--- config.mk ---
export PLATFORM = sky130hd
export DESIGN_NAME = lcdha_core
export DESIGN_NICKNAME = d
export VERILOG_FILES = /design/src/lcdha_pkg.sv /design/src/lcdha_mem.sv /design/src/lcdha_core.sv
export SDC_FILE = /design/constraint.sdc
export NUM_CORES = 1
export LEC_CHECK = 0
export BUFFER_PORTS_ARGS = -buffer_cell sky130_fd_sc_hd__buf_2
export CORE_MARGIN = 2
export CORE_UTILIZATION = 27
export CTS_CLUSTER_DIAMETER = 50
export CTS_CLUSTER_SIZE = 14
export DETAILED_ROUTE_END_ITERATION = 6
export GPL_TIMING_DRIVEN = 0
export PLACE_DENSITY = 0.46
export SLEW_MARGIN = 20
export SYNTH_ARGS = -nofsm -noshare
export SYNTH_HDL_FRONTEND = slang
export SYNTH_SLANG_ARGS = --single-unit
--- constraint.sdc ---
create_clock -name clock_in -period 7 [get_ports clock_in]
set_clock_uncertainty 0.05 [all_clocks]
set_input_delay 1.75 -clock clock_in [delete_from_list [all_inputs] [get_ports clock_in]]
set_output_delay 1.75 -clock clock_in [all_outputs]
set_load 0.03 [all_outputs]
--- src/lcdha_pkg.sv ---
package lcdha_pkg;
  localparam logic [7:0] LCDHA_RESET_CODE = 8'h20;
  localparam int LCDHA_CLK_MHZ = 200;
  localparam int LCDHA_EXEC_US = 72;
  localparam int LCDHA_CLEAR_US = 1600;
  localparam int LCDHA_EXEC_CYC = LCDHA_EXEC_US * LCDHA_CLK_MHZ;
  localparam int LCDHA_CLEAR_CYC = LCDHA_CLEAR_US * LCDHA_CLK_MHZ;
  localparam int LCDHA_ADDR_W = 7;
  localparam logic [6:0] LCDHA_AC_RESET = 7'h00;
  localparam logic [3:0] LCDHA_GX_LAST = 4'hf;
  localparam logic [7:0] LCDHA_HALF_LO = 8'h02;
  localparam logic [7:0] LCDHA_HALF_HI = 8'h7f;
  localparam logic [7:0] LCDHA_FULL_LEAD = 8'ha1;
  localparam logic [15:0] LCDHA_BIG_LO = 16'ha140;
  localparam logic [15:0] LCDHA_BIG_HI = 16'hd75f;
  localparam logic [15:0] LCDHA_GB_LO = 16'ha1a0;
  localparam logic [15:0] LCDHA_GB_HI = 16'hf7ff;
  localparam logic [1:0] LCDHA_SHOWN_LINES = 2'h2;
  typedef enum logic [1:0] {
    LCDHA_KIND_NONE = 2'b00,
    LCDHA_KIND_HALF = 2'b01,
    LCDHA_KIND_USER = 2'b10,
    LCDHA_KIND_FULL = 2'b11
  } lcdha_kind_t;
  typedef enum logic [1:0] {
    LCDHA_MEM_CHAR = 2'b00,
    LCDHA_MEM_FONT = 2'b01,
    LCDHA_MEM_GFX = 2'b10
  } lcdha_mem_t;
  typedef enum logic [1:0] {
    LCDHA_GS_IDLE = 2'b00,
    LCDHA_GS_HORZ = 2'b01,
    LCDHA_GS_DATA = 2'b10
  } lcdha_gstate_t;
endpackage

--- src/lcdha_mem.sv ---
`timescale 1ns/1ps
module lcdha_mem
  import lcdha_pkg::*;
#(
  parameter int ADDR_W = 7,
  parameter int DATA_W = 8
)
(
  input wire logic clock_in,
  input wire logic we_in,
  input wire logic [ADDR_W-1:0] waddr_in,
  input wire logic [DATA_W-1:0] wdata_in,
  input wire logic [ADDR_W-1:0] raddr_in,
  output logic [DATA_W-1:0] rdata_out
);
  logic [DATA_W-1:0] store [0:(1<<ADDR_W)-1];
  always_ff @(posedge clock_in)
  begin
    if (we_in)
      store[waddr_in] <= wdata_in;
    rdata_out <= store[raddr_in];
  end
endmodule // lcdha_mem

--- src/lcdha_core.sv ---
`timescale 1ns/1ps
// Operation
// RULE_01: bus_type_select high picks parallel bus, low picks clocked serial link.
// RULE_02: Function-set bus_width_bit picks 8-bit or 4-bit parallel width.
// RULE_03: register_select low and write load the instruction register.
// RULE_04: register_select low and read returns busy flag and address counter.
// RULE_05: register_select high writes or reads the data register.
// RULE_06: Enable pin is the parallel transfer strobe, active high.
// RULE_07: Serial link is write only, no read path.
// RULE_08: In serial mode register_select is an active-high chip select.
// RULE_09: Host keeps serial lines steady while chip select is low.
// RULE_10: Serial data is sampled on the host serial clock.
// RULE_11: Busy flag stays high during processing; instructions ignored meanwhile.
// RULE_12: Host checks busy flag low before each new instruction.
// RULE_13: Address counter steps by one after each memory access per entry mode.
// RULE_14: Status read drives address counter on data lines six to zero.
// RULE_15: Codes 02 to 7F hex each render one half-width character.
// RULE_16: Only codes 0000, 0002, 0004, 0006 hex select user fonts.
// RULE_17: Byte above A1 hex pairs with the next byte as full-width code.
// RULE_18: Host writes upper byte first, lower byte second.
// RULE_19: Full-width and user characters only start at a word boundary.
// RULE_20: Four lines are stored but only two are shown.
// RULE_21: Host sends graphic vertical address then horizontal address.
// RULE_22: Graphic horizontal address advances per 16-bit word, wraps at 0F.
// RULE_23: Host sends vertical, horizontal, upper data, lower data in order.
// RULE_24: 4-bit mode moves each byte as two nibbles, high nibble first.
// RULE_25: Active-low reset returns the controller to its reset state.
module lcdha_core
  import lcdha_pkg::*;
#(
  parameter int EXEC_CYC = LCDHA_EXEC_CYC,
  parameter int CLEAR_CYC = LCDHA_CLEAR_CYC
)
(
  input wire logic clock_in,
  input wire logic nrst_in,
  input wire logic bus_type_select_in,
  input wire logic register_select_in,
  input wire logic rw_serial_data_in,
  input wire logic enable_serial_clock_in,
  input wire logic [7:0] db_in,
  output logic [7:0] db_out,
  output logic db_oe_out,
  output logic busy_flag_out,
  output logic [6:0] address_counter_out,
  output logic bus_width_bit_out,
  output logic [7:0] instruction_register_out,
  output logic [7:0] data_register_out,
  output logic [1:0] char_kind_out,
  output logic [15:0] char_code_out,
  output logic [3:0] graphic_horz_out,
  output logic [6:0] graphic_vert_out,
  output logic [1:0] shown_lines_out
);
  function automatic lcdha_kind_t classify(input logic [15:0] w);
    if (w == 16'h0000 || w == 16'h0002 || w == 16'h0004 || w == 16'h0006)
      return LCDHA_KIND_USER; // see RULE_16
    if (w[15:8] >= LCDHA_FULL_LEAD &&
        ((w >= LCDHA_BIG_LO && w <= LCDHA_BIG_HI) || (w >= LCDHA_GB_LO && w <= LCDHA_GB_HI)))
      return LCDHA_KIND_FULL; // see RULE_17
    if (w[15:8] >= LCDHA_HALF_LO && w[15:8] <= LCDHA_HALF_HI)
      return LCDHA_KIND_HALF; // see RULE_15
    return LCDHA_KIND_NONE;
  endfunction

  // Pins come from the host's domain: two flops each before use
  logic [3:0] s1, s2;
  logic [7:0] d1, d2;
  always_ff @(posedge clock_in)
  begin
    s1 <= {bus_type_select_in, register_select_in, rw_serial_data_in, enable_serial_clock_in};
    s2 <= s1;
    d1 <= db_in;
    d2 <= d1;
  end
  wire par = s2[3]; // see RULE_01
  wire rs = s2[2];
  wire rw = s2[1];
  wire en = s2[0];
  logic en_q;
  always_ff @(posedge clock_in)
    en_q <= en;
  wire en_rise = en && !en_q;
  wire en_fall = !en && en_q;

  logic busy;
  logic width8;
  logic nib_half;
  logic [3:0] nib_hi;
  logic [6:0] ac;
  logic inc_dir;
  lcdha_mem_t target;
  lcdha_gstate_t gstate;
  logic [3:0] gx;
  logic [6:0] gy;
  logic g_second;
  logic [31:0] busy_cnt;
  logic [7:0] ir, dr;
  logic [7:0] ser_shift;
  logic [4:0] ser_cnt;
  logic [7:0] ser_byte;
  logic ser_rs;

  // Serial frame: 24 clocks; top bit of the first byte picks data or instruction
  wire ser_sel = !par && rs; // see RULE_08
  wire sclk_rise = ser_sel && en_rise; // see RULE_10
  wire ser_done = sclk_rise && ser_cnt == 5'd23;

  // Parallel byte assembly; 4-bit mode collects high nibble first
  wire par_strobe = par && en_fall; // see RULE_06
  wire byte_done = par_strobe && (width8 || nib_half); // see RULE_02
  wire [7:0] par_byte = width8 ? d2 : {nib_hi, d2[7:4]}; // see RULE_24

  wire wr_ins = (byte_done && !rs && !rw) || (ser_done && !ser_rs); // see RULE_03
  wire wr_dat = (byte_done && rs && !rw) || (ser_done && ser_rs); // see RULE_05
  wire rd_dat = byte_done && rs && rw;
  // Last shift is not yet in ser_shift when ser_done fires, so bits sit one place down
  wire [7:0] in_byte = par ? par_byte : {ser_byte[7:4], ser_shift[6:3]};
  wire accept_ins = wr_ins && !busy; // see RULE_11

  wire is_func = in_byte[7:5] == 3'b001;
  wire is_clear = in_byte == 8'h01;
  wire is_home = in_byte[7:1] == 7'h01;
  wire is_entry = in_byte[7:2] == 6'h01;
  wire is_font = in_byte[7:6] == 2'b01;
  wire is_char = in_byte[7] && target != LCDHA_MEM_GFX;
  wire is_gfx = in_byte[7] && target == LCDHA_MEM_GFX;
  wire mem_access = wr_dat || rd_dat;

  // Serial shift register; no read answer exists on this link
  always_ff @(posedge clock_in)
  begin
    if (!nrst_in || !ser_sel)
    begin
      ser_cnt <= 5'd0;
      ser_shift <= 8'h00;
      ser_byte <= 8'h00;
      ser_rs <= 1'b0;
    end
    else if (sclk_rise)
    begin
      ser_shift <= {ser_shift[6:0], s2[1]};
      if (ser_cnt == 5'd0)
        ser_rs <= s2[1];
      ser_cnt <= (ser_cnt == 5'd23) ? 5'd0 : ser_cnt + 5'd1;
      if (ser_cnt == 5'd15)
        ser_byte <= {ser_shift[6:0], s2[1]};
    end
  end

  always_ff @(posedge clock_in)
  begin
    if (!nrst_in)
    begin
      nib_half <= 1'b0;
      nib_hi <= 4'h0;
    end
    else if (!width8 && par_strobe)
    begin
      nib_half <= !nib_half;
      nib_hi <= d2[7:4];
    end
  end

  // Busy timer; clear takes longer than other instructions
  always_ff @(posedge clock_in)
  begin
    if (!nrst_in)
    begin
      busy <= 1'b0;
      busy_cnt <= 32'd0;
    end
    else if (accept_ins || (mem_access && !busy))
    begin
      busy <= 1'b1;
      busy_cnt <= (accept_ins && is_clear) ? 32'(CLEAR_CYC - 1) : 32'(EXEC_CYC - 1);
    end
    else if (busy)
    begin
      if (busy_cnt == 32'd0)
        busy <= 1'b0; // see RULE_11
      else
        busy_cnt <= busy_cnt - 32'd1;
    end
  end

  // Instruction side effects and the address counter
  always_ff @(posedge clock_in)
  begin
    if (!nrst_in) // see RULE_25
    begin
      width8 <= 1'b1;
      ac <= LCDHA_AC_RESET;
      inc_dir <= 1'b1;
      target <= LCDHA_MEM_CHAR;
      gstate <= LCDHA_GS_IDLE;
      gx <= 4'h0;
      gy <= 7'h00;
      g_second <= 1'b0;
      ir <= 8'h00;
      dr <= 8'h00;
    end
    else if (accept_ins)
    begin
      ir <= in_byte;
      if (is_func)
        width8 <= in_byte[4]; // see RULE_02
      if (is_clear || is_home)
        ac <= LCDHA_AC_RESET;
      if (is_entry)
        inc_dir <= in_byte[1];
      if (is_font)
      begin
        target <= LCDHA_MEM_FONT;
        ac <= {1'b0, in_byte[5:0]};
      end
      if (is_char)
      begin
        target <= LCDHA_MEM_CHAR;
        ac <= in_byte[6:0];
      end
      if (is_gfx)
      begin
        case (gstate)
          LCDHA_GS_IDLE:
          begin
            gy <= in_byte[6:0];
            gstate <= LCDHA_GS_HORZ;
          end
          LCDHA_GS_HORZ:
          begin
            gx <= in_byte[3:0];
            gstate <= LCDHA_GS_DATA;
            g_second <= 1'b0;
          end
          default:
          begin
            gy <= in_byte[6:0];
            gstate <= LCDHA_GS_HORZ;
          end
        endcase
      end
      if (in_byte == 8'h36 || in_byte == 8'h34)
        target <= in_byte[1] ? LCDHA_MEM_GFX : LCDHA_MEM_CHAR;
    end
    else if (mem_access && !busy)
    begin
      dr <= rd_dat ? rd_byte : in_byte; // see RULE_05
      if (target == LCDHA_MEM_GFX)
      begin
        g_second <= !g_second;
        if (g_second)
          gx <= (gx == LCDHA_GX_LAST) ? 4'h0 : gx + 4'h1; // see RULE_22
      end
      else
        ac <= inc_dir ? ac + 7'd1 : ac - 7'd1; // see RULE_13
    end
  end

  // Character memory: words kept as two bytes, upper then lower
  logic [7:0] rd_byte;
  logic [6:0] mem_addr;
  assign mem_addr = ac;
  lcdha_mem #(.ADDR_W(LCDHA_ADDR_W), .DATA_W(8)) char_mem (
    .clock_in(clock_in),
    .we_in(wr_dat && !busy && target == LCDHA_MEM_CHAR),
    .waddr_in(mem_addr),
    .wdata_in(in_byte),
    .raddr_in(mem_addr),
    .rdata_out(rd_byte)
  );

  // Decode of the last word written; start must sit on an even byte
  logic [7:0] up_byte;
  logic [15:0] code;
  logic [1:0] kind;
  wire word_end = wr_dat && !busy && target == LCDHA_MEM_CHAR && ac[0];
  wire word_start = wr_dat && !busy && target == LCDHA_MEM_CHAR && !ac[0];
  always_ff @(posedge clock_in)
  begin
    if (!nrst_in)
    begin
      up_byte <= 8'h00;
      code <= 16'h0000;
      kind <= LCDHA_KIND_NONE;
    end
    else if (word_start)
      up_byte <= in_byte; // see RULE_18
    else if (word_end)
    begin
      code <= {up_byte, in_byte};
      kind <= classify({up_byte, in_byte}); // see RULE_19
    end
  end

  // Read answer: only in parallel mode, while enable is high
  wire drive = par && en && rw; // see RULE_07
  always_ff @(posedge clock_in)
  begin
    if (!nrst_in)
      db_out <= 8'h00;
    else if (!rs)
      db_out <= {busy, ac}; // see RULE_04 see RULE_14
    else
      db_out <= rd_byte;
  end
  assign db_oe_out = drive;
  assign busy_flag_out = busy;
  assign address_counter_out = ac;
  assign bus_width_bit_out = width8;
  assign instruction_register_out = ir;
  assign data_register_out = dr;
  assign char_kind_out = kind;
  assign char_code_out = code;
  assign graphic_horz_out = gx;
  assign graphic_vert_out = gy;
  assign shown_lines_out = LCDHA_SHOWN_LINES; // see RULE_20
endmodule // lcdha_core

==> flow_summary.json <==
{
  "yosysWarnings": 0,
  "start_kind": "register",
  "design_area_um2": 55500,
  "status": "complete, no violations",
  "post-route-min-period_ns": 6.91,
  "grt_use_total_pct": 22.2,
  "total_power_mw": 15.2,
  "syn_nets": 2983,
  "die_height_um": 421,
  "place_area_um2": 51400,
  "die_w_um": 421,
  "synth_top_area_share_pct": 65.4,
  "worstPathMaxFanout": 10,
  "routedWlPerCell_um": 36.1,
  "maxUsedRoutingLayer": "met5",
  "rows": 153,
  "hold_viol_final": 0,
  "viasPerCell": 5.53,
  "clock_latency_ns": 0.79,
  "grt_pass1_wl_um": 269000,
  "yosysMostFrequentCell": "edfxtp_1",
  "synth_edf_count": 1024,
  "endpoint_kind": "register",
  "cts_tree": "done",
  "drv_slew": 0,
  "ys_top_cells_by_count": "edfxtp_1, nor2_1, dfxtp_1, nand2_1, mux2i_1",
  "hold_class": "reg2reg",
  "grt_pass1_vias": 29269,
  "cts_max_path_buffers": 3,
  "setup_violations": 0,
  "hpwl_um": 135000,
  "drtPass1Iterations": 6,
  "met1_length_um": 83200,
  "p_leak_nw": 17.9,
  "worst_pin_slew_ns": 1.36,
  "drt_iter0_markers": 4715,
  "cts-resized-gates": 0,
  "syn_area_um2": 47000,
  "cts_setup_buffers": 0,
  "syn2layout_area_growth_pct": 18.0,
  "rsz0062_at_grt": "no",
  "max_freq_mhz": 145,
  "ant_nets": 0,
  "cp_data_arrival_time_ns": 7.23,
  "ys_seq_elements": 1187,
  "powerDensity_nw_per_um2": 275,
  "relSlewSlack_pct": 9.66,
  "die_area_um2": 177000,
  "met2_length_um": 87100,
  "layout.cells.non_filler": 5614,
  "min_period_over_period_pct": 98.7,
  "avgSynthCellArea_um2": 15.9,
  "ys_seq_area_share_pct": 72.3,
  "clk_pin_slew_ns": 0.06,
  "drc": 0,
  "synth-async-reset-ratio_pct": 0,
  "drive_gt1_share_pct": 20.2,
  "fin_tns_setup_ns": 0,
  "gp_congestion": 1.00,
  "cts_hold_buf": 0,
  "antenna_found_initial": 23,
  "grt-ovfl-total": 0,
  "totalWireLength_um": 203000,
  "synth_top_cell_by_area": "edfxtp_1",
  "ios": 79,
  "ys_top_cells_by_area": "edfxtp_1, dfxtp_1, mux4_2, mux2i_1, a221oi_1",
  "h-tree-depth": 3,
  "placed_cells": 5396,
  "cts-buffers-inserted": 121,
  "port_buffers": 75,
  "cts.sinks": 1187,
  "wl_met3_um": 21200,
  "yosysUniqueCellTypes": 90,
  "cts_root_buf": "clkbuf_16",
  "criticalPathCategory": "reg2reg",
  "start_util_pct": 27.1,
  "layout.nets": 3220,
  "grt_max_degree": 84,
  "max-vdd-ir-drop_mv": 0.177,
  "core_um2": 173000,
  "synth_top_flop_cell": "edfxtp_1",
  "syn_inst": 2957,
  "cap_violations": 0,
  "vias": 31043,
  "critPathRequiredTime_ns": 7.32
}
-- metal layers --
metal,GRT usage [%],vias up
met5,0.457,-
met4,10.1,10
met3,6.24,474
met2,32.9,1898
met1,30.0,16377
li1,-,12284
-- worst max-delay path, cell delays in order (launching register included) --
cell and delay (ns):
dfxtp_1 0.38, buf_2 0.32, buf_2 0.41, buf_2 0.69, buf_2 0.73, buf_2 0.66, buf_2 0.63, nand3_1 0.78
clkbuf_1 0.70, nor2_1 1.07
-- area by class of cell --
type / instances / area, um^2
Fill cell: 17096 / 118000
Sequential cell: 1187 / 34000
Multi-Input combinational cell: 1547 / 12000
Clock buffer: 131 / 3110
Tap cell: 2325 / 2910
Timing Repair Buffer: 114 / 1380
Buffer: 198 / 1010
Clock inverter: 79 / 892
Inverter: 25 / 104
Antenna cell: 8 / 20.0
-- cells in the final DEF (no fill, tap or decap), drive strengths merged, types with 10 or more instances in the layout --
cell type,n
a22oi,46
dfxtp,163
o221ai,18
edfxtp,1024
nand3,21
or3,10
and2,11
xnor2,24
buf,223
mux4,94
clkinvlp,15
o22ai,38
a221o,22
o2bb2ai,19
nand2b,10
a21oi,108
mux2,75
a221oi,113
nor4,17
ha,11
nor3,32
clkinv,35
nor2b,13
inv,42
o211ai,14
a22o,13
bufinv,12
and3,15
nand4,21
mux2i,142
or4,10
a211oi,22
o21ai,47
clkbuf,220
nor2,261
o22a,10
a31oi,13
nand2,163
-- registers in the layout, indices dropped and copies added (netlist names), 5 cells and up --
register and cells:
char_mem.store 1024, busy_cnt 32, char_code_out 16, char_mem.rdata_out 8
d1 8, d2 8, data_register_out 8, db_out 8
instruction_register_out 8, up_byte 8, address_counter_out 7, graphic_vert_out 7
ser_shift 7, ser_cnt 5
-- per-stage QoR --
step / utilization (%) / setup slack (ns) / hold slack (ns)
after floorplan: - / 0.796 / 0.260
after global routing: 32.0 / 0.377 / 0.275
after global placement: 29.0 / -7.19 / 0.266
final: 32.0 / 0.0880 / 0.271
after CTS: 32.0 / 0.385 / 0.276
after detailed placement: 29.7 / 0.385 / 0.264
-- worst paths after layout --
check / from / end / slack (ns) / cells after the start
worst max-delay path: address_counter_out[2] / char_mem.store[109][1] / 0.09 / 9
worst min-delay path: d1[0] / d2[0] / 0.27 / 0
worst max register to register: address_counter_out[2] / char_mem.store[109][1] / 0.09 / 9
worst min register to register: d1[0] / d2[0] / 0.27 / 0
-- power by group --
group	internal (mW)	total, mW	switching (mW)
combinational	0.218	0.768	0.550
sequential	7.73	7.76	0.0321
clock	3.69	6.72	3.03
-- logic make-up (layout without fill, tap and decap cells) --
logic type | Yosys count | in the layout | share of synthesized area [%]
AO/OA/AOI/OAI | 573 | 573 | 9.12
XOR/XNOR | 32 | 32 | 0.596
adder cells (fa/ha/maj) | 12 | 12 | 0.335
buffers and inverters | 223 | 547 | 2.24
flip-flops | 1187 | 1187 | 72.3
multiplexers | 311 | 311 | 9.32
other | 2 | 10 | 0.0160
AND/OR/NAND/NOR | 617 | 617 | 6.02
Note: power is estimated with default switching activity, not from simulation.
